===== src/common/tiopd_pkg.sv =====
// package for the terminal i/o port decoder: port addresses, fields, timing
// assumes a 100 MHz clock and an 8-bit i/o address space
package tiopd_pkg;
  // i/o port addresses (low address byte)
  localparam logic [7:0] TIOPD_CFG_RAM_TOP = 8'h7F;
  localparam logic [7:0] TIOPD_KEY_STATE_READ = 8'h80;
  localparam logic [7:0] TIOPD_INTERRUPT_MASK_LATCH = 8'h88;
  localparam logic [7:0] TIOPD_SYSTEM_STATUS_READ = 8'h90;
  localparam logic [7:0] TIOPD_PRINTER_DATA_PORT = 8'h98;
  localparam logic [7:0] TIOPD_SERIAL_ADAPTER_WINDOW = 8'hA0;
  localparam logic [7:0] TIOPD_MODEM_LATCH_PORT = 8'hA8;
  localparam logic [7:0] TIOPD_KEYBOARD_DISPLAY_CONTROL = 8'hB8;
  // each decoded group spans eight ports
  localparam logic [7:0] TIOPD_GROUP_MASK = 8'hF8;
  // rom space: six 8k blocks from 0000h, block index is a15..a13
  localparam int TIOPD_ROM_BLOCKS = 6;
  localparam logic [2:0] TIOPD_ROM_LAST_BLOCK = 3'h5;
  // serial adapter window: bit 2 picks write group
  localparam int TIOPD_SER_RW_BIT = 2;
  // keyboard/display control fields
  localparam int TIOPD_KBD_COL_LSB = 0;
  localparam int TIOPD_KBD_BELL_BIT = 4;
  localparam int TIOPD_KBD_ENH_BIT = 5;
  localparam int TIOPD_KBD_BLINK_BIT = 6;
  // modem latch fields
  localparam int TIOPD_MDM_DISC_BIT = 0;
  // system status bit positions
  localparam int TIOPD_ST_VBLANK_BIT = 0;
  localparam int TIOPD_ST_CONNECTED_BIT = 1;
  localparam int TIOPD_ST_CTS_BIT = 2;
  localparam int TIOPD_ST_HOOD_BIT = 3;
  localparam int TIOPD_ST_PRN_BUSY_BIT = 4;
  // printer status: bit 1 is presence
  localparam int TIOPD_PRN_PRESENT_BIT = 1;
  // reset values
  localparam logic [7:0] TIOPD_KBD_RESET = 8'h00;
  localparam logic TIOPD_NMI_MASK_RESET = 1'b0;
  // bell divider: last count, so sixteen hsync pulses per bell half period
  localparam logic [3:0] TIOPD_BELL_DIV = 4'hF;
  // modem disconnect hold time and its clock count
  localparam int TIOPD_CLK_MHZ = 100;
  localparam int TIOPD_DISC_MS = 2000;
  localparam int TIOPD_DISC_CYCLES = TIOPD_DISC_MS * 1000 * TIOPD_CLK_MHZ;
  localparam int TIOPD_DISC_W = 28;
endpackage


===== src/rtl/tiopd_top.sv =====
// terminal i/o port decoder: selects, key scan, nmi mask, bell, modem lines
// assumes processor strobes are already synchronous to clk_in; the serial
// adapter itself (framing, parity, baud rate) is the selected part outside
`timescale 1ns/1ns

// Behaviour
// - a0h-a7h select serial adapter, bit2 splits
// - four read-only and four write-only ports
// - adapter frames one start, one/two stop
// - adapter parity and error status register
// - adapter baud rate programmable 110-9600
// - ready and request-to-send active after power-on
// - disconnect drops terminal ready about two seconds
// - transmit gated by clear-to-send unless ignored
// - rate select follows strap, default low
// - modem status lines active high at line
// - receive raises irq, status read clears
// - bus driver enabled except cfg ram/serial
// - port 80h reads eight key states
// - key address: four column bits plus three row bits
// - shift key state on each scan change
// - enabled counter divides hsync to bell
// - writes 88h-8fh load nmi mask from a0
// - port 90h reads vblank, modem, printer status
// - port 98h drives printer data, a1:a0 function
// - printer status bit1 low when absent
// - six 8k rom blocks, 4k jumper option
// - rom enabled early by opcode fetch
// - 00h-7fh select cfg ram with wait
module tiopd_top (
  // clock and reset
  input wire logic clk_in,
  input wire logic rstn_in,
  // processor bus
  input wire logic [15:0] addr_in,
  input wire logic [7:0] data_in,
  input wire logic io_request_n_in,
  input wire logic memory_request_n_in,
  input wire logic io_read_strobe_n_in,
  input wire logic io_write_strobe_n_in,
  input wire logic opcode_fetch_n_in,
  output logic [7:0] data_out,
  output logic data_drive_out,
  output logic wait_n_out,
  output logic maskable_irq_n_out,
  output logic nonmaskable_irq_n_out,
  // selects
  output logic serial_adapter_select_out,
  output logic serial_write_group_out,
  output logic cfg_ram_select_out,
  output logic bus_driver_enable_out,
  output logic bus_driver_to_cpu_out,
  output logic [5:0] rom_enable_out,
  // rom jumpers, one per socket: 1 = 4k part
  input wire logic [5:0] rom_small_part_in,
  // serial adapter side
  input wire logic adapter_irq_n_in,
  input wire logic adapter_tx_in,
  input wire logic cts_ignore_in,
  input wire logic rate_strap_in,
  output logic serial_transmit_line_out,
  // modem line side (after translators, high = active)
  input wire logic modem_connected_in,
  input wire logic clear_to_send_in,
  input wire logic loopback_hood_sense_in,
  output logic terminal_ready_out,
  output logic request_to_send_out,
  output logic modem_rate_select_out,
  // keyboard and video
  input wire logic key_active_in,
  input wire logic [2:0] scan_row_in,
  input wire logic hsync_in,
  input wire logic vblank_in,
  input wire logic nmi_source_n_in,
  output logic [6:0] key_address_out,
  output logic bell_out,
  output logic enhance_enable_out,
  output logic blink_rate_out,
  // printer
  input wire logic [7:0] printer_status_in,
  input wire logic printer_busy_in,
  output logic [7:0] printer_data_out,
  output logic [1:0] printer_function_out,
  output logic printer_strobe_n_out
);
  import tiopd_pkg::*;

  // reset synchroniser stages
  logic rst_meta_n;
  logic rst_n;

  // port decode helper: address in group of eight
  function automatic logic in_group(input logic [7:0] a, input logic [7:0] base);
    in_group = (a & TIOPD_GROUP_MASK) == base;
  endfunction

  // two-flop reset release
  always_ff @(posedge clk_in or negedge rstn_in) begin
    if (!rstn_in) begin
      rst_meta_n <= 1'b0;
      rst_n <= 1'b0;
    end else begin
      rst_meta_n <= 1'b1;
      rst_n <= rst_meta_n;
    end
  end

  // combinational cycle qualifiers
  logic io_cyc;
  logic io_rd;
  logic io_wr;
  logic [7:0] port;
  logic io_wr_q;
  logic io_rd_q;
  logic io_wr_edge;
  logic io_rd_edge;
  assign port = addr_in[7:0];
  assign io_cyc = !io_request_n_in;
  assign io_rd = io_cyc && !io_read_strobe_n_in;
  assign io_wr = io_cyc && !io_write_strobe_n_in;
  assign io_wr_edge = io_wr && !io_wr_q;
  assign io_rd_edge = io_rd && !io_rd_q;

  // strobe history, so each access acts once
  always_ff @(posedge clk_in or negedge rst_n) begin
    if (!rst_n) begin
      io_wr_q <= 1'b0;
      io_rd_q <= 1'b0;
    end else begin
      io_wr_q <= io_wr;
      io_rd_q <= io_rd;
    end
  end

  // selects and driver control, registered for clean outputs
  logic next_cfg;
  logic next_ser;
  assign next_cfg = io_cyc && (port <= TIOPD_CFG_RAM_TOP);
  assign next_ser = io_cyc && in_group(port, TIOPD_SERIAL_ADAPTER_WINDOW);
  always_ff @(posedge clk_in or negedge rst_n) begin
    if (!rst_n) begin
      cfg_ram_select_out <= 1'b0;
      serial_adapter_select_out <= 1'b0;
      serial_write_group_out <= 1'b0;
      bus_driver_enable_out <= 1'b0;
      bus_driver_to_cpu_out <= 1'b0;
    end else begin
      cfg_ram_select_out <= next_cfg;
      serial_adapter_select_out <= next_ser;
      serial_write_group_out <= addr_in[TIOPD_SER_RW_BIT];
      bus_driver_enable_out <= io_cyc && !next_cfg && !next_ser;
      bus_driver_to_cpu_out <= !io_read_strobe_n_in;
    end
  end

  // one wait state per cfg ram access: wait drops for the first cycle only
  logic cfg_seen;
  always_ff @(posedge clk_in or negedge rst_n) begin
    if (!rst_n) begin
      cfg_seen <= 1'b0;
      wait_n_out <= 1'b1;
    end else begin
      cfg_seen <= next_cfg;
      wait_n_out <= !(next_cfg && !cfg_seen);
    end
  end

  // rom enables: early from opcode fetch, else mreq with rd
  logic [2:0] rom_blk;
  logic rom_cyc;
  assign rom_blk = addr_in[15:13];
  assign rom_cyc = !memory_request_n_in &&
                   (!opcode_fetch_n_in || !io_read_strobe_n_in);
  always_ff @(posedge clk_in or negedge rst_n) begin
    if (!rst_n) begin
      rom_enable_out <= 6'h00;
    end else begin
      for (int i = 0; i < TIOPD_ROM_BLOCKS; i++) begin
        // block decode, upper 4k dead on small parts
        rom_enable_out[i] <= rom_cyc && (rom_blk == i[2:0]) &&
                             (rom_blk <= TIOPD_ROM_LAST_BLOCK) &&
                             !(rom_small_part_in[i] && addr_in[12]);
      end
    end
  end

  // nmi mask latch and gated nmi
  logic nmi_enable;
  always_ff @(posedge clk_in or negedge rst_n) begin
    if (!rst_n) begin
      nmi_enable <= TIOPD_NMI_MASK_RESET;
      nonmaskable_irq_n_out <= 1'b1;
    end else begin
      if (io_wr_edge && in_group(port, TIOPD_INTERRUPT_MASK_LATCH)) begin
        nmi_enable <= addr_in[0];
      end
      nonmaskable_irq_n_out <= !(nmi_enable && !nmi_source_n_in);
    end
  end

  // keyboard/display control and modem latch
  logic [7:0] kbd_ctl;
  logic disc_req;
  always_ff @(posedge clk_in or negedge rst_n) begin
    if (!rst_n) begin
      kbd_ctl <= TIOPD_KBD_RESET;
    end else if (io_wr_edge && in_group(port, TIOPD_KEYBOARD_DISPLAY_CONTROL)) begin
      kbd_ctl <= data_in;
    end
  end
  assign disc_req = io_wr_edge && in_group(port, TIOPD_MODEM_LATCH_PORT) &&
                    data_in[TIOPD_MDM_DISC_BIT];

  // key scan: shift one key state per scan row change
  logic [2:0] row_q;
  logic [7:0] key_shift;
  always_ff @(posedge clk_in or negedge rst_n) begin
    if (!rst_n) begin
      row_q <= 3'h0;
      key_shift <= 8'h00;
      key_address_out <= 7'h00;
    end else begin
      row_q <= scan_row_in;
      // column from port, row from scan count
      key_address_out <= {kbd_ctl[TIOPD_KBD_COL_LSB +: 4], scan_row_in};
      if (row_q != scan_row_in) begin
        key_shift <= {key_shift[6:0], key_active_in};
      end
    end
  end

  // bell: hsync edges divided down while enabled
  logic hs_q;
  logic [3:0] bell_cnt;
  always_ff @(posedge clk_in or negedge rst_n) begin
    if (!rst_n) begin
      hs_q <= 1'b0;
      bell_cnt <= 4'h0;
      bell_out <= 1'b0;
      enhance_enable_out <= 1'b0;
      blink_rate_out <= 1'b0;
    end else begin
      hs_q <= hsync_in;
      enhance_enable_out <= kbd_ctl[TIOPD_KBD_ENH_BIT];
      blink_rate_out <= kbd_ctl[TIOPD_KBD_BLINK_BIT];
      if (!kbd_ctl[TIOPD_KBD_BELL_BIT]) begin
        bell_cnt <= 4'h0;
        bell_out <= 1'b0;
      end else if (hsync_in && !hs_q) begin
        if (bell_cnt == TIOPD_BELL_DIV) begin
          bell_cnt <= 4'h0;
          bell_out <= !bell_out;
        end else begin
          bell_cnt <= bell_cnt + 4'h1;
        end
      end
    end
  end

  // modem control: ready lines, disconnect timer, rate select, cts gate
  logic [TIOPD_DISC_W-1:0] disc_cnt;
  always_ff @(posedge clk_in or negedge rst_n) begin
    if (!rst_n) begin
      disc_cnt <= '0;
      terminal_ready_out <= 1'b0;
      request_to_send_out <= 1'b0;
      modem_rate_select_out <= 1'b0;
      serial_transmit_line_out <= 1'b1;
    end else begin
      // hold ready low about two seconds
      if (disc_req) begin
        disc_cnt <= TIOPD_DISC_W'(TIOPD_DISC_CYCLES - 1);
      end else if (disc_cnt != '0) begin
        disc_cnt <= disc_cnt - 1'b1;
      end
      terminal_ready_out <= !disc_req && (disc_cnt == '0);
      request_to_send_out <= 1'b1;
      modem_rate_select_out <= rate_strap_in;
      // line idles mark while cts inactive and not ignored
      serial_transmit_line_out <= adapter_tx_in | !(clear_to_send_in | cts_ignore_in);
    end
  end

  // maskable irq: set by adapter event, cleared by serial status read
  logic irq_pending;
  logic ser_status_rd;
  assign ser_status_rd = io_rd_edge && in_group(port, TIOPD_SERIAL_ADAPTER_WINDOW) &&
                         !addr_in[TIOPD_SER_RW_BIT] && (port[1:0] == 2'h1);
  always_ff @(posedge clk_in or negedge rst_n) begin
    if (!rst_n) begin
      irq_pending <= 1'b0;
      maskable_irq_n_out <= 1'b1;
    end else begin
      // set wins over the clearing read
      if (!adapter_irq_n_in) begin
        irq_pending <= 1'b1;
      end else if (ser_status_rd) begin
        irq_pending <= 1'b0;
      end
      maskable_irq_n_out <= !irq_pending;
    end
  end

  // printer port: data driven continuously, strobe on write
  always_ff @(posedge clk_in or negedge rst_n) begin
    if (!rst_n) begin
      printer_data_out <= 8'h00;
      printer_function_out <= 2'h0;
      printer_strobe_n_out <= 1'b1;
    end else begin
      if (io_wr_edge && in_group(port, TIOPD_PRINTER_DATA_PORT)) begin
        printer_data_out <= data_in;
        printer_function_out <= addr_in[1:0];
      end
      printer_strobe_n_out <= !(io_wr && in_group(port, TIOPD_PRINTER_DATA_PORT));
    end
  end

  // read mux for tbus ports; status taken high-active
  logic [7:0] next_rd;
  always_comb begin
    next_rd = 8'h00;
    if (in_group(port, TIOPD_KEY_STATE_READ)) begin
      next_rd = key_shift;
    end else if (in_group(port, TIOPD_SYSTEM_STATUS_READ)) begin
      next_rd[TIOPD_ST_VBLANK_BIT] = vblank_in;
      next_rd[TIOPD_ST_CONNECTED_BIT] = modem_connected_in;
      next_rd[TIOPD_ST_CTS_BIT] = clear_to_send_in;
      next_rd[TIOPD_ST_HOOD_BIT] = loopback_hood_sense_in;
      next_rd[TIOPD_ST_PRN_BUSY_BIT] = printer_busy_in;
    end else if (in_group(port, TIOPD_PRINTER_DATA_PORT)) begin
      // presence bit passes as seen on the connector
      next_rd = printer_status_in;
    end
  end

  // registered read data and drive flag
  always_ff @(posedge clk_in or negedge rst_n) begin
    if (!rst_n) begin
      data_out <= 8'h00;
      data_drive_out <= 1'b0;
    end else begin
      data_out <= next_rd;
      data_drive_out <= io_rd && !next_cfg && !next_ser;
    end
  end
endmodule


===== config.mk =====
export PLATFORM = sky130hd
export DESIGN_NAME = tiopd_top
export DESIGN_NICKNAME = d
export VERILOG_FILES = /design/src/common/tiopd_pkg.sv /design/src/rtl/tiopd_top.sv
export SDC_FILE = /design/constraint.sdc
export NUM_CORES = 1
export LEC_CHECK = 0
export BUFFER_PORTS_ARGS = -buffer_cell sky130_fd_sc_hd__buf_2
export CORE_ASPECT_RATIO = 1.75
export CORE_MARGIN = 2
export CORE_UTILIZATION = 32
export CTS_CLUSTER_SIZE = 40
export DETAILED_ROUTE_END_ITERATION = 7
export GPL_ROUTABILITY_DRIVEN = 0
export PLACE_DENSITY = 0.56
export SLEW_MARGIN = 20
export SYNTH_ARGS = -nofsm -noshare
export SYNTH_HDL_FRONTEND = slang
export SYNTH_SLANG_ARGS = --single-unit

===== constraint.sdc =====
create_clock -name clk_in -period 6.8 [get_ports clk_in]
set_input_delay 1.02 -clock clk_in [delete_from_list [all_inputs] [get_ports clk_in]]
set_output_delay 1.02 -clock clk_in [all_outputs]
set_load 0.05 [all_outputs]

# Word level (Yosys, flattened, before mapping)
# Index checks and enable logic that the tools add are counted.
# word_totals
output_inout_bits	48
in_bits	60
elab_cells	152
regBits	105
# classes
magnitude_cmp	2
bitwise_logic	2
muxes	14
n_eq_ne	18
add_sub_neg	2
reduce_logical	80
# op_table
operator	count
$mux W28	2
$logic_and A1 B1 Y1	48
$eq A5 B5 Y1 const B	7
$logic_not A28 Y1	1
$reduce_bool A28 Y1	1
$sub A28 B1 Y28 const B	1
$logic_not A1 Y1	26
$mux W8	2
$mux W4	3
$le A8 B7 Y1 const B	1
$eq A3 B2 Y1 const B	2
$eq A3 B3 Y1 const B	2
$ne A2 B1 Y1 const B	3
$mux W1	5
$mux W5	1
$add A4 B1 Y4 const B	1
$eq A4 B4 Y1 const B	1
$eq A3 B1 Y1 const B	1
$le A3 B3 Y1 const B	1
$logic_not A3 Y1	1
$mux W3	1
$ne A3 B3 Y1	1
$eq A2 B1 Y1 const B	1
$or A1 B1 Y1	2
3 further kinds	3

# Longest topological paths before layout
# logic_depth
depth_word	8
mapped_depth	8
mapped_depth_nobuf	7

# Least setup slack after synthesis
# Ideal clock, no wire load.
# synth_timing
path_type	input port to flip-flop
startpoint	input port addr_in[4]
endpoint	register printer_data_out[0]
t_required_ps	6675
n_path_buf	2
setup_slack_ps	4317
arrival_ps	2359
cell_stages	5
setup_ps	125
cell_sequence	clkbuf_1 and2_1 clkbuf_1 nand2_1 mux2_2
# synth_via
elab_chain_cells	2
# synth_rtl
item	line_no	text
start, declared	tiopd_top.sv:35	input wire logic [15:0] addr_in,
$eq A5 B5 Y1	tiopd_top.sv:94	in_group = (a & TIOPD_GROUP_MASK) == base;
$logic_and A1 B1 Y1	tiopd_top.sv:311	if (io_wr_edge && in_group(port, TIOPD_PRINTER_DATA_PORT)) begin
end signal, assigned	tiopd_top.sv:312	printer_data_out <= data_in;
end, declared	tiopd_top.sv:82	output logic [7:0] printer_data_out,
# Every way passes these cells.
# A chain may end at the register's enable or synchronous reset.

# Worst setup path after layout
# layout_timing
startpoint	input port io_request_n_in
endpoint	register disc_cnt[1]
# layout_via
elab_chain_cells	6
word_cells_on_any_way	7
cone_classes	mux (1); reduce/logical (6)
# layout_rtl
item	line_no	text
start, declared	tiopd_top.sv:37	input wire logic io_request_n_in,
$logic_not A1 Y1 (*)	tiopd_top.sv:118	assign io_cyc = !io_request_n_in;
$logic_and A1 B1 Y1 (*)	tiopd_top.sv:120	assign io_wr = io_cyc && !io_write_strobe_n_in;
$logic_and A1 B1 Y1 (*)	tiopd_top.sv:121	assign io_wr_edge = io_wr && !io_wr_q;
$logic_and A1 B1 Y1 (*) (2 in series)	tiopd_top.sv:211	assign disc_req = io_wr_edge && in_group(port, TIOPD_MODEM_LATCH_PORT) &&
$mux W28 / $reduce_bool A2 Y1 (equally long branches)	n/a	
end signal, assigned	tiopd_top.sv:272	disc_cnt <= TIOPD_DISC_W'(TIOPD_DISC_CYCLES - 1);
end signal, assigned	tiopd_top.sv:274	disc_cnt <= disc_cnt - 1'b1;
end, declared	tiopd_top.sv:261	logic [TIOPD_DISC_W-1:0] disc_cnt;
# Every way passes the cells marked *; elsewhere a longest branch is shown, timed or not.

==> out/metrics.csv <==
stage;metric;value;unit
run_status;status;finished, final reports clean;
cts;clockBufferDepth;2;
grt;antenna_found_initial;0;
synthesis;ys_ff_latch;102;
synthesis;yosys.area.top_type;dfrtp_1;
synthesis;synthCells;362;
cts;cts_tree;done;
die;die_w;91.6;µm
synthesis;post_synth_fa_ha_maj_area_fraction;0.874;%
grt;grt_start_max_net_pins;62;
synthesis;synth_edf_count;0;
synthesis;synth_top_area_share;56.5;%
worst_setup_path;worst-setup-path-type;in2reg;
synthesis;synth-xor-area-share;1.84;%
cts;clk_pin_slew;0.07;ns
place;port_buffers;103;
detailed_routing;wl_per_cell;15.0;µm
synthesis;synthesis.area;4290;µm²
grt;grt_pass1_wl;16000;µm
pwr;p_clk_share;36.4;%
worst_setup_path;cp_cell_sequence;buf_2, nor3_1, nand4_1, and3_1, a31oi_1;
place;dp_slack;3.77;ns
cells_and_area;nFillCells;1275;
detailed_routing;drtAntennaViolNets;0;
cts;cts_setup_buffers;0;
cts;htree_levels;3;
pwr;p_comb_share;15.5;%
synthesis;synth_area_leaders;dfrtp_1 (57%), mux2_2 (6.8%), dfstp_2 (3.1%);
timing;final.setup.tns;0;ns
worst_setup_path;regToRegEndpoint;disc_cnt[1]$_DFFE_PN0N_;
cells_and_area;fin_nets;532;
cts;numCtsBuffers;9;
timing;worstMarginPinSlew;0.985;ns
synthesis;ys_seq_area_share;59.6;%
detailed_routing;post_drt_via_cell_ratio;4.98;
synthesis;yosys_warnings;0;
detailed_routing;routed_wirelength;9710;µm
worst_setup_path;cp-end-kind;flip-flop;
cts;clock-sinks;102;
worst_setup_path;cp-start-kind;primary input;
synthesis;synthTopCellsByCount;dfrtp_1 (97), nor2_1 (27), mux2_2 (26), nand2_1 (20), a21oi_1 (17);
die;design.die.area;14400;µm²
timing;slew_headroom;34.1;%
timing;fin_crit_sh;39.8;%
worst_setup_path;r2r_cells;7;
worst_setup_path;path_buf_inv;1;
cells_and_area;layout-drive-gt1-share;33.8;%
die;dieHeight;157;µm
synthesis;synthMuxAreaShare;8.22;%
timing;fin_crit;2.70;ns
detailed_routing;drt_iter0_drc;162;
synthesis;avgSynthCellArea;11.9;µm²
synthesis;yosysMostFrequentCell;dfrtp_1;
cts;postCtsHoldBufs;0;
synthesis;synth_compound_area_share;9.62;%
die;coreArea;13200;µm²
die;start_util;32.4;%
synthesis;synth_top_family_by_area;simple AND/OR/NAND/NOR gates;
hold_path;hold_class;reg2async;
timing;setup_violations;0;
cts;clockRootBuffer;clkbuf_16;
worst_setup_path;required;7.04;ns
grt;overflow;0;
timing;hold_viol_final;0;
worst_setup_path;timing.rr.start;disc_cnt[0]$_DFFE_PN0N_;
worst_setup_path;cp_top_family;simple AND/OR/NAND/NOR gates;
pwr;peakVddDrop;0.169;mV
timing;rsz0062_at_grt;false;
worst_setup_path;critical_path_arrival;2.94;ns
grt;track_usage;14.2;%
die;rows;56;
cells_and_area;antennaDiodeCount;0;
place;place_hpwl;7150;µm
detailed_routing;drc;0;
synthesis;synthArstFlopShare;100;%
pwr;p_sw;0.440;mW
timing;setup_ws;4.10;ns
detailed_routing;vias;3225;
cts;worst_skew_pair.late_latency;0.35;ns
synthesis;synthFlopType;dfrtp_1;
cts;cts_resized;0;
timing;whs;0.319;ns
die;io_pins;108;
job;cap_violations;0;
synthesis;synth-simple-area-share;18.2;%
worst_setup_path;rrSetupSlack;4.26;ns
cells_and_area;area_delta_synth_final;24.3;%
grt;first_global_vias;3217;
worst_setup_path;cp_max_fo;22;
timing;fmax;370;MHz
pwr;p_sw_share;29.2;%
pwr;leakage;2.40;nW
timing;fin_worst_skew;0.0103;ns
worst_setup_path;cp_slowest_cell;nand4_1;
timing;slew_viol_final;0;
detailed_routing;first_pass_iters;4;
synthesis;synth_cell_type_count;45;
worst_setup_path;max_stage_delay;0.84;ns
pwr;p_per_area;282;nW/µm²
pwr;p_int;1.07;mW
pwr;p_seq_share;48.0;%
==> flip-flops by register name, summed over array words and instances (netlist names), 2 cells and up <==
| register | cells |
|---|---|
| data_out | 8 |
| key_shift | 8 |
| key_address_out | 5 |
| bell_cnt | 4 |
| printer_data_out | 8 |
| kbd_ctl | 7 |
| row_q | 2 |
| printer_function_out | 2 |
| disc_cnt | 28 |
| rom_enable_out | 6 |
==> cells in the final DEF (no fill, tap or decap), types with 6 or more instances in the layout <==
cell type / count
inv_1: 8
nand3_1: 10
a211oi_1: 7
o31ai_1: 8
and2_1: 6
or3_1: 8
nand2_1: 20
nand2b_1: 6
and4_1: 8
o21ai_0: 11
a21oi_1: 17
mux2_2: 26
nor3_1: 8
nor2_1: 27
or4_1: 10
nand4_1: 7
clkbuf_16: 9
dfrtp_1: 96
xnor2_1: 9
buf_2: 103
mux2i_1: 6
==> logic make-up after synthesis <==
group	count (synthesis)
simple gates	134
flops	102
compound gates	64
mux	32
buf+inv	17
xor+xnor	9
fa+ha+maj	3
other cells	1
==> per-stage QoR <==
step | std cells | util, % | total power [mW] | cell area [µm²]
floorplan | 363 | - | 0.896 | 4300
global placement | 632 | 37.8 | 0.964 | 5010
detailed placement | 632 | 37.8 | 0.971 | 5010
CTS | 648 | 40.3 | 1.53 | 5340
global route | 648 | 40.3 | 1.58 | 5340
finish | 648 | 40.3 | 1.51 | 5340
==> per-layer routing <==
metal	GRT usage (%)	part of all wire, %	vias to the layer above
li1	-	-	1540
met1	15.8	38	1588
met2	25.2	55	83
met3	3.16	4.1	14
met4	6.93	2.7	0
met5	0	0	-
==> how the worst max path moves through the flow <==
stage / from / to / slack, ns / depth (start not counted)
3_5_place_dp: io_request_n_in / disc_cnt[1]$_DFFE_PN0N_ / 3.77 / 5
5_1_grt: io_request_n_in / disc_cnt[1]$_DFFE_PN0N_ / 3.97 / 5
2_1_floorplan: rst_n$_DFF_PN0_ / bell_cnt[0]$_DFFE_PN0P_ / 3.76 / 0
3_3_place_gp: io_request_n_in / disc_cnt[1]$_DFFE_PN0N_ / 3.78 / 5
6_report: io_request_n_in / disc_cnt[1]$_DFFE_PN0N_ / 4.10 / 5
4_1_cts: io_request_n_in / disc_cnt[1]$_DFFE_PN0N_ / 4.11 / 5
==> cell type report <==
class	count	area [µm²]	area share (%)
tap	174	218	4.08
inverter	8	30.0	0.563
clock inverter	6	91.3	1.71
timing repair buffer	104	523	9.80
sequential	102	2560	48.0
clock buffer	10	239	4.48
multi-input combinational	244	1670	31.3
==> power groups by stage <==
stage / Sequential, mW / Combinational (mW) / Clock, mW
2_1_floorplan: 0.788 / 0.108 / 0
3_3_place_gp: 0.733 / 0.230 / 0
3_5_place_dp: 0.736 / 0.235 / 0
4_1_cts: 0.724 / 0.236 / 0.571
5_1_grt: 0.736 / 0.258 / 0.589
6_report: 0.723 / 0.234 / 0.549
Power figures use the tool's default switching activity.
